[src/flps_defines.svh]
/*
  flps_defines.svh: offsets, field positions, reset values, command codes
  and timing counts of the flash latch program sequencer.
  Assumes a 25 MHz core clock; included by bare name.
*/
`ifndef FLPS_DEFINES_SVH
`define FLPS_DEFINES_SVH
`define FLPS_CTRL_OFS   8'h00
`define FLPS_CTRL_RST   8'h00
`define FLPS_BUSY_BIT   0
`define FLPS_FMOD_LSB   1
`define FLPS_MAP_BIT    3
`define FLPS_CMD_LSB    4
`define FLPS_CMD_FIRST  4'h5
`define FLPS_CMD_SECOND 4'hA
`define FLPS_MODE_USER  2'h0
`define FLPS_MODE_XROW  2'h1
`define FLPS_MODE_HSB   2'h2
`define FLPS_LAST_IDX   7'h7F
`define FLPS_XROW_BASE  16'hFF80
`define FLPS_HSB_ADDR   16'h0000
`define FLPS_HSB_RST    8'hFB
`define FLPS_LB_MASK    8'h07
`define FLPS_BARRED     8'hFF
`define FLPS_ERASED     8'hFF
`define FLPS_CLK_MHZ    25
`define FLPS_ERASE_NS   2000
`define FLPS_PROG_NS    1000
`define FLPS_ERASE_CYC  ((`FLPS_ERASE_NS * `FLPS_CLK_MHZ + 999) / 1000)
`define FLPS_PROG_CYC   ((`FLPS_PROG_NS * `FLPS_CLK_MHZ + 999) / 1000)
`endif

[src/flps_pkg.sv]
/*
  flps_pkg.sv: types of the flash latch program sequencer.
  Assumes nothing of its surroundings.
*/
`default_nettype none
package flps_pkg;
    typedef enum logic [1:0]
    {
        FLPS_IDLE  = 2'b00,
        FLPS_ERASE = 2'b01,
        FLPS_PROG  = 2'b10,
        FLPS_DONE  = 2'b11
    } flps_state_t;
    typedef struct packed {
        logic       wr;
        logic       rd;
        logic [7:0] addr;
        logic [7:0] wdata;
    } flps_reg_req_t;
    typedef struct packed {
        logic        wr;
        logic [15:0] addr;
        logic [7:0]  data;
    } flps_latch_wr_t;
    typedef struct packed {
        logic        rd;
        logic        from_ext;
        logic [15:0] addr;
    } flps_code_rd_t;
    typedef struct packed {
        logic        erase;
        logic        prog;
        logic [14:0] addr;
        logic [7:0]  data;
    } flps_flash_op_t;
    typedef struct packed {
        logic [2:0] level;
        logic       ext_read_bar;
        logic       acc_latch;
        logic       par_prog_dis;
        logic       par_verify_dis;
        logic       roll_block;
    } flps_prot_t;
endpackage : flps_pkg
`default_nettype wire

[src/flps_lock_decode.sv]
/*
  flps_lock_decode.sv: turns the three lock bits into a protection level
  and its restrictions. A programmed bit reads 0.
  Assumes lock bits come from flip-flops on the same clock.
*/
`default_nettype none
module flps_lock_decode
(
    // lock bits, first in bit 0
    input  wire logic [2:0]           lock_bits_in,
    // decoded protection
    output var  flps_pkg::flps_prot_t prot_out
);
    import flps_pkg::*;

    ////////////////////////////////////////////////////////////////////
    // the most restrictive programmed bit wins, so a stray extra bit
    // can never loosen protection
    always_comb
    begin
        prot_out = '0;
        prot_out.level = 3'h1;
        if (!lock_bits_in[2])
        begin
            prot_out.level = 3'h4;
        end
        else if (!lock_bits_in[1])
        begin
            prot_out.level = 3'h3;
        end
        else if (!lock_bits_in[0])
        begin
            prot_out.level = 3'h2;
        end
        prot_out.ext_read_bar   = (prot_out.level >= 3'h2);
        prot_out.acc_latch      = (prot_out.level >= 3'h2);
        prot_out.par_prog_dis   = (prot_out.level >= 3'h2);
        prot_out.par_verify_dis = (prot_out.level >= 3'h3);
        prot_out.roll_block     = (prot_out.level == 3'h4);
    end
endmodule : flps_lock_decode
`default_nettype wire

[src/flps_sequencer.sv]
/*
  flps_sequencer.sv: column latches, two-byte launch command, erase then
  program sequencer, extra row and security byte storage, code-space
  read mapping and lock-bit protection.
  Assumes the CPU core on the same clock drives the register, latch and
  code-read ports; the user array macro answers reads in the same cycle.
*/
// Added by the designer: the register offsets and the strobed register port.
`default_nettype none
`include "flps_defines.svh"
module flps_sequencer
(
    // clock and reset
    input  wire logic                     ref_clk_in,
    input  wire logic                     rstn_in,
    // register port
    input  wire flps_pkg::flps_reg_req_t  reg_req_in,
    output var  logic [7:0]               reg_rdata_out,
    // column latch writes and code reads
    input  wire flps_pkg::flps_latch_wr_t latch_wr_in,
    input  wire flps_pkg::flps_code_rd_t  code_rd_in,
    input  wire logic [7:0]               flash_rdata_in,
    output var  logic [7:0]               code_data_out,
    // user array macro and status
    output var  flps_pkg::flps_flash_op_t flash_op_out,
    output var  logic                     prog_busy_flag_out,
    // protection
    input  wire logic                     external_access_pin_in,
    input  wire logic                     parallel_mode_in,
    input  wire logic                     lock_wr_in,
    input  wire logic [2:0]               lock_data_in,
    input  wire logic                     pc_rollover_in,
    output var  flps_pkg::flps_prot_t     prot_out,
    output var  logic                     acc_eff_out,
    output var  logic                     ext_exec_block_out
);
    import flps_pkg::*;

    logic              rst_meta_r, rst_n_r;
    logic              acc_meta_r, acc_sync_r, par_meta_r, par_sync_r;
    logic              map_r, pend_r, busy_r, acc_cap_r;
    logic [1:0]        fmod_r, pend_mode_r, run_mode_r, acc_wait_r;
    logic [6:0]        idx_r;
    logic [5:0]        cnt_r;
    logic [8:0]        page_r;
    logic [127:0]      loaded_r;
    logic [7:0]        latch_r [128];
    logic [7:0]        xrow_r [128];
    logic [7:0]        hsb_r, rdata_r, code_r;
    flps_state_t       state_r;
    flps_flash_op_t    op_r;
    logic              wr_ctrl, first_ok, launch, lat_acc, cur_ld, step_end;

    // step length of the current phase in cycles
    function automatic logic [5:0] flps_len(input flps_state_t st);
        flps_len = (st == FLPS_ERASE) ? 6'(`FLPS_ERASE_CYC) : 6'(`FLPS_PROG_CYC);
    endfunction : flps_len

    // map decode of the mode bits, used only by the code-space reads
    function automatic logic flps_map(input logic map, input logic [1:0] fm,
                                      input logic [1:0] want);
        flps_map = !map && (fm == want);
    endfunction : flps_map

    ////////////////////////////////////////////////////////////////////
    // reset release through two flops, pins through two flops
    always_ff @(posedge ref_clk_in or negedge rstn_in)
    begin
        if (!rstn_in)
        begin
            rst_meta_r <= 1'b0;
            rst_n_r    <= 1'b0;
        end
        else
        begin
            rst_meta_r <= 1'b1;
            rst_n_r    <= rst_meta_r;
        end
    end

    always_ff @(posedge ref_clk_in or negedge rst_n_r)
    begin
        if (!rst_n_r)
        begin
            acc_meta_r <= 1'b0;
            acc_sync_r <= 1'b0;
            par_meta_r <= 1'b0;
            par_sync_r <= 1'b0;
        end
        else
        begin
            acc_meta_r <= external_access_pin_in;
            acc_sync_r <= acc_meta_r;
            par_meta_r <= parallel_mode_in;
            par_sync_r <= par_meta_r;
        end
    end

    ////////////////////////////////////////////////////////////////////
    // command decode; writes are ignored while a cycle runs
    assign wr_ctrl  = reg_req_in.wr && (reg_req_in.addr == `FLPS_CTRL_OFS) && !busy_r;
    assign first_ok = (reg_req_in.wdata[7:`FLPS_CMD_LSB] == `FLPS_CMD_FIRST)
                   && !reg_req_in.wdata[`FLPS_MAP_BIT] && !reg_req_in.wdata[0]
                   && (reg_req_in.wdata[2:1] != 2'h3);
    assign launch   = wr_ctrl && pend_r
                   && (reg_req_in.wdata == {`FLPS_CMD_SECOND, 1'b0, pend_mode_r, 1'b0});

    // pending first byte; any other write to the register drops it
    always_ff @(posedge ref_clk_in or negedge rst_n_r)
    begin
        if (!rst_n_r)
        begin
            pend_r      <= 1'b0;
            pend_mode_r <= `FLPS_MODE_USER;
        end
        else if (wr_ctrl)
        begin
            pend_r      <= first_ok;
            pend_mode_r <= reg_req_in.wdata[2:1];
        end
    end

    // map bits change only on writes with an empty command nibble
    always_ff @(posedge ref_clk_in or negedge rst_n_r)
    begin
        if (!rst_n_r)
        begin
            map_r  <= 1'(`FLPS_CTRL_RST >> `FLPS_MAP_BIT);
            fmod_r <= 2'(`FLPS_CTRL_RST >> `FLPS_FMOD_LSB);
        end
        else if (wr_ctrl && (reg_req_in.wdata[7:`FLPS_CMD_LSB] == 4'h0))
        begin
            map_r  <= reg_req_in.wdata[`FLPS_MAP_BIT];
            fmod_r <= reg_req_in.wdata[2:`FLPS_FMOD_LSB];
        end
    end

    // register read data, valid the cycle after the read strobe
    always_ff @(posedge ref_clk_in or negedge rst_n_r)
    begin
        if (!rst_n_r)
        begin
            rdata_r <= 8'h00;
        end
        else if (reg_req_in.rd)
        begin
            rdata_r <= (reg_req_in.addr == `FLPS_CTRL_OFS)
                     ? {4'h0, map_r, fmod_r, busy_r} : 8'h00;
        end
    end

    ////////////////////////////////////////////////////////////////////
    // column latches: any count of bytes, each marked when loaded
    assign lat_acc = latch_wr_in.wr && map_r && !busy_r;

    always_ff @(posedge ref_clk_in or negedge rst_n_r)
    begin
        if (!rst_n_r)
        begin
            loaded_r <= '0;
            page_r   <= 9'h000;
        end
        else if (state_r == FLPS_DONE)
        begin
            loaded_r <= '0;
        end
        else if (lat_acc)
        begin
            loaded_r[latch_wr_in.addr[6:0]] <= 1'b1;
            page_r <= latch_wr_in.addr[15:7];
        end
    end

    // latch data has no reset: the mask says what is meaningful
    always_ff @(posedge ref_clk_in)
    begin
        if (lat_acc)
        begin
            latch_r[latch_wr_in.addr[6:0]] <= latch_wr_in.data;
        end
    end

    ////////////////////////////////////////////////////////////////////
    // sequencer: one pass erasing every loaded byte, then one programming
    assign cur_ld   = loaded_r[idx_r];
    assign step_end = !cur_ld || (cnt_r == flps_len(state_r) - 6'h01);

    always_ff @(posedge ref_clk_in or negedge rst_n_r)
    begin
        if (!rst_n_r)
        begin
            state_r    <= FLPS_IDLE;
            idx_r      <= 7'h00;
            cnt_r      <= 6'h00;
            run_mode_r <= `FLPS_MODE_USER;
        end
        else
        begin
            unique case (state_r)
                FLPS_IDLE:
                begin
                    if (launch)
                    begin
                        state_r    <= FLPS_ERASE;
                        idx_r      <= 7'h00;
                        cnt_r      <= 6'h00;
                        run_mode_r <= pend_mode_r;
                    end
                end
                FLPS_ERASE, FLPS_PROG:
                begin
                    if (step_end)
                    begin
                        cnt_r <= 6'h00;
                        idx_r <= idx_r + 7'h01;
                        if (idx_r == `FLPS_LAST_IDX)
                        begin
                            // program only after all erases
                            state_r <= (state_r == FLPS_ERASE) ? FLPS_PROG : FLPS_DONE;
                        end
                    end
                    else
                    begin
                        cnt_r <= cnt_r + 6'h01;
                    end
                end
                FLPS_DONE:
                begin
                    state_r <= FLPS_IDLE;
                end
            endcase
        end
    end

    // busy spans launch to the end of the pass
    always_ff @(posedge ref_clk_in or negedge rst_n_r)
    begin
        if (!rst_n_r)
        begin
            busy_r <= 1'b0;
        end
        else if (launch)
        begin
            busy_r <= 1'b1;
        end
        else if (state_r == FLPS_DONE)
        begin
            busy_r <= 1'b0;
        end
    end

    // user array strobes to the macro, one cycle behind the sequencer
    always_ff @(posedge ref_clk_in or negedge rst_n_r)
    begin
        if (!rst_n_r)
        begin
            op_r <= '0;
        end
        else
        begin
            op_r.erase <= (state_r == FLPS_ERASE) && cur_ld
                       && (run_mode_r == `FLPS_MODE_USER);
            op_r.prog  <= (state_r == FLPS_PROG) && cur_ld
                       && (run_mode_r == `FLPS_MODE_USER);
            op_r.addr  <= {page_r[7:0], idx_r};
            op_r.data  <= latch_r[idx_r];
        end
    end

    // extra row cells, updated at the end of each loaded step
    always_ff @(posedge ref_clk_in or negedge rst_n_r)
    begin
        if (!rst_n_r)
        begin
            for (int i = 0; i < 128; i++)
            begin
                xrow_r[i] <= `FLPS_ERASED;
            end
        end
        else if (cur_ld && step_end && (run_mode_r == `FLPS_MODE_XROW))
        begin
            xrow_r[idx_r] <= (state_r == FLPS_ERASE) ? `FLPS_ERASED
                                                     : latch_r[idx_r];
        end
    end

    // security byte; software programming never touches the lock bits
    always_ff @(posedge ref_clk_in or negedge rst_n_r)
    begin
        if (!rst_n_r)
        begin
            hsb_r <= `FLPS_HSB_RST;
        end
        else if (lock_wr_in && par_sync_r)
        begin
            hsb_r[2:0] <= lock_data_in;
        end
        else if (cur_ld && step_end && (idx_r == 7'h00)
                 && (run_mode_r == `FLPS_MODE_HSB))
        begin
            hsb_r <= (hsb_r & `FLPS_LB_MASK) | (~`FLPS_LB_MASK &
                     ((state_r == FLPS_ERASE) ? `FLPS_ERASED : latch_r[0]));
        end
    end

    ////////////////////////////////////////////////////////////////////
    // protection decode and access pin capture after reset release
    flps_lock_decode u_lock
    (
        .lock_bits_in (hsb_r[2:0]),
        .prot_out     (prot_out)
    );

    // wait for the pin sync to fill before freezing its value
    always_ff @(posedge ref_clk_in or negedge rst_n_r)
    begin
        if (!rst_n_r)
        begin
            acc_wait_r <= 2'h0;
            acc_cap_r  <= 1'b0;
        end
        else if (acc_wait_r != 2'h3)
        begin
            acc_wait_r <= acc_wait_r + 2'h1;
            acc_cap_r  <= acc_sync_r;
        end
    end

    always_ff @(posedge ref_clk_in or negedge rst_n_r)
    begin
        if (!rst_n_r)
        begin
            acc_eff_out        <= 1'b0;
            ext_exec_block_out <= 1'b0;
        end
        else
        begin
            acc_eff_out <= prot_out.acc_latch ? acc_cap_r : acc_sync_r;
            ext_exec_block_out <= prot_out.roll_block && pc_rollover_in;
        end
    end

    ////////////////////////////////////////////////////////////////////
    // code-space reads, answered one cycle later
    always_ff @(posedge ref_clk_in or negedge rst_n_r)
    begin
        if (!rst_n_r)
        begin
            code_r <= 8'h00;
        end
        else if (code_rd_in.rd)
        begin
            if (code_rd_in.from_ext && prot_out.ext_read_bar)
            begin
                code_r <= `FLPS_BARRED;
            end
            else if (flps_map(map_r, fmod_r, `FLPS_MODE_XROW)
                     && (code_rd_in.addr >= `FLPS_XROW_BASE))
            begin
                code_r <= xrow_r[code_rd_in.addr[6:0]];
            end
            else if (flps_map(map_r, fmod_r, `FLPS_MODE_HSB)
                     && (code_rd_in.addr == `FLPS_HSB_ADDR))
            begin
                code_r <= hsb_r;
            end
            else
            begin
                code_r <= flash_rdata_in;
            end
        end
    end

    assign reg_rdata_out      = rdata_r;
    assign code_data_out      = code_r;
    assign flash_op_out       = op_r;
    assign prog_busy_flag_out = busy_r;
endmodule : flps_sequencer
`default_nettype wire

[config.mk]
export PLATFORM = sky130hd
export DESIGN_NAME = flps_sequencer
export DESIGN_NICKNAME = d
export VERILOG_FILES = /design/src/flps_pkg.sv /design/src/flps_lock_decode.sv /design/src/flps_sequencer.sv
export VERILOG_INCLUDE_DIRS = /design/src
export SDC_FILE = /design/constraint.sdc
export NUM_CORES = 2
export LEC_CHECK = 0
export ABC_AREA = 1
export BUFFER_PORTS_ARGS = -buffer_cell sky130_fd_sc_hd__clkbuf_2
export CAP_MARGIN = 20
export CELL_PAD_IN_SITES_DETAIL_PLACEMENT = 1
export CELL_PAD_IN_SITES_GLOBAL_PLACEMENT = 1
export CORE_MARGIN = 2
export CORE_UTILIZATION = 53
export DETAILED_ROUTE_END_ITERATION = 8
export GPL_ROUTABILITY_DRIVEN = 0
export PLACE_DENSITY = 0.83
export SYNTH_ARGS = -nofsm -noshare
export SYNTH_HDL_FRONTEND = slang
export SYNTH_SLANG_ARGS = --single-unit
[constraint.sdc]
create_clock -name ref_clk_in -period 60.9 [get_ports ref_clk_in]
set_clock_uncertainty 0.05 [all_clocks]
set_input_delay 3.045 -clock ref_clk_in [delete_from_list [all_inputs] [get_ports ref_clk_in]]
set_output_delay 3.045 -clock ref_clk_in [all_outputs]
set_load 0.01 [all_outputs]
==> qor.yml <==
status: "finished clean"
synth_compound_area_share_pct: 5.32
cp_max_fo: 130
io_buffers: 124
wl_mm: 384
hp-class: "reg2async"
dr_total_vias: 92800
drv_slew: 0
grt_pass1_wl_mm: 588
nNetsFinal: 12000
vias_per_cell: 6.28
synthXorXnorAreaFrac_pct: 0.0243
fp.dieArea_mm2: 0.208
fin_crit_ns: 8.10
dp.cells: 14300
rows: 165
postCtsSetupBuffers: 0
overflow: 0
maxCapViolations: 0
synth_mux_area_share_pct: 0.125
antenna_found_initial: 11
holdWs_ns: 0.170
die_w_um: 456
drcViolationCount: 0
tightest_slew_ns: 1.23
first_pass_iters: 6
path_class: "in2reg"
tns_ns: 0
cts_buffers: 240
final_cell_mix: "nand2_1 (5,200), nor2_1 (1,161), nand4_1 (1,093), dfstp_2 (1,031), edfxtp_1 (1,024)"
cts_buffer_depth: 3
synth_area_mm2: 0.108
yosys_warnings: 0
ioPinCount: 130
relSlewSlack_pct: 17.9
postCtsHoldBufs: 0
die_h_um: 456
synthAdderAreaFrac_pct: 0.104
drtAntennaViolNets: 0
drive_gt1_share_pct: 15.7
grt_pass1_vias: 97600
hpwlAfterDp_mm: 222
avgRoutedWirePerCell_um: 26.0
coreArea_mm2: 0.203
async_reset_ff_share_pct: 54.8
syn2layout_area_growth_pct: 8.67
grt_start_max_net_pins: 211
p_comb_share_pct: 3.6
layout_setup_ws_ns: 52.80
dp_slack_ns: 52.16
layout.cells.most_common: "nand2_1"
synth_top_family_by_area: "simple AND/OR/NAND/NOR gates"
post_synth_num_cell_types: 50
clock_latency_ns: 0.95
power.leakage_nw: 50.7
grt_use_total_pct: 36.4
worst_ep_arrival_time_ns: 8.89
synth_edf_count: 1024
cts_tree: "done"
cts_sinks: 2264
ctsRootBufferMaster: "clkbuf_16"
period_share_pct: 13.3
max_freq_ghz: 0.123
ys.flop_type: "dfstp_2"
critPathLaunchType: "input pin"
start_util_pct: 53.4
rsz0062_at_grt: "false"
syn-instance-count: 12200
yosysSeqAreaShare_pct: 58.3
switching_share_pct: 23.0
avgSynthCellArea_um2: 8.84
crit_path_end_kind: "register"
required_ns: 61.69
post-route-util_pct: 58.0
clk_pin_slew_ns: 0.07
clkPwrFrac_pct: 46.5
synth_seq_cells: 2264
hold_viol_final: 0
p_int_mw: 2.48
layout.cells.non_filler: 14800
peakVddDrop_mv: 0.0309
drt-initial-drc-count: 9925
cts_resized: 0
p_sw_mw: 0.740
seq_power_share_pct: 49.9
synth-simple-area-share_pct: 31.5
powerDensity_mw_per_mm2: 27.4
finalSetupViolCount: 0
htreeDepth: 4
[per-stage QoR]
step	cell area, µm²	total power, mW
after floorplan	108000	1.69
after global placement	109000	1.74
after detailed placement	109000	1.74
after CTS	117000	3.22
after global routing	118000	3.29
final	118000	3.22
[Yosys cell counts, types with 179 or more instances]
| cell | n | area share [%] |
|---|---|---|
| dfrtp_1 | 209 | 4.8 |
| nand2_1 | 5200 | 18 |
| nand4_1 | 1093 | 6.3 |
| clkbuf_1 | 356 | 1.2 |
| o21ai_0 | 554 | 2.6 |
| edfxtp_1 | 1024 | 28 |
| buf_2 | 345 | 1.6 |
| nor2_1 | 1165 | 4.0 |
| dfstp_2 | 1031 | 25 |
| a21oi_1 | 186 | 0.86 |
| inv_1 | 179 | 0.62 |
| nand3_1 | 218 | 1.0 |
[final timing paths]
path | cells past startpoint | endpoint | start | slack, ns
max in group asynchronous | 4 | xrow_r[105] | rst_n_r | 56.91
max reg2reg | 20 | xrow_r[27] | idx_r[0] | 53.52
min | 0 | flash_op_out[17] | rst_n_r | 0.17
min in group ref_clk_in | 0 | rst_n_r | rst_meta_r | 0.31
max | 13 | code_data_out[3] | code_rd_in[0] | 52.80
min reg2reg | 0 | flash_op_out[17] | rst_n_r | 0.17
[worst max-delay path, stage by stage]
cell and delay [ns]:
buf_8 0.24, inv_8 0.71, buf_4 0.82, buf_4 0.85, buf_4 0.96, o21ai_0 0.35
o211ai_1 0.16, nand3_1 0.23, nand3_1 0.22, nand3_1 0.13, nand3_1 0.28, nand3_1 0.33
a21oi_1 0.21
[routing by layer]
layer / up-vias / GRT usage, % / routed length (µm)
met5: - / 0 / 117
met4: 16 / 19.9 / 22600
met3: 1108 / 5.40 / 26100
met2: 3914 / 59.8 / 185000
met1: 47300 / 46.4 / 150000
li1: 40400 / - / -
[state kept, by name, indices dropped and copies added (netlist names), 2 cells and up]
| signal | count |
|---|---|
| latch_r | 1024 |
| xrow_r | 1024 |
| loaded_r | 128 |
| flash_op_out | 25 |
| code_data_out | 8 |
| hsb_r | 8 |
| page_r | 8 |
| idx_r | 7 |
| cnt_r | 6 |
| reg_rdata_out | 4 |
| acc_wait_r | 2 |
| fmod_r | 2 |
| pend_mode_r | 2 |
| run_mode_r | 2 |
| state_r | 2 |
[kinds of logic (layout without fill, tap and decap cells)]
| kind of cell | Yosys count | after routing |
|---|---|---|
| adders and majority gates | 9 | 9 |
| buffers and inverters | 1074 | 927 |
| xor gates and xnor gates | 3 | 3 |
| AOI/OAI and AO/OA | 1033 | 1033 |
| other | 2 | 6 |
| DFF | 2264 | 2264 |
| muxes | 12 | 12 |
| and+or+nand+nor | 7834 | 7834 |
[cell type report]
cell class,count,area (µm²)
Clock inverter,93,991
Multi-Input combinational cell,8896,40300
Antenna cell,1,2.50
Timing Repair Buffer,271,1980
Tap cell,2672,3340
Inverter,204,805
Sequential cell,2264,63100
Fill cell,23000,85000
Clock buffer,359,7020
[power by group through the flow]
stage	Sequential [mW]	Combinational [mW]	Clock, mW
global route	1.61	0.122	1.56
detailed placement	1.63	0.111	0
global placement	1.63	0.108	0
CTS	1.61	0.112	1.51
floorplan	1.64	0.0479	0
finish	1.61	0.115	1.50
No activity file was read; power rests on OpenSTA's default activity.
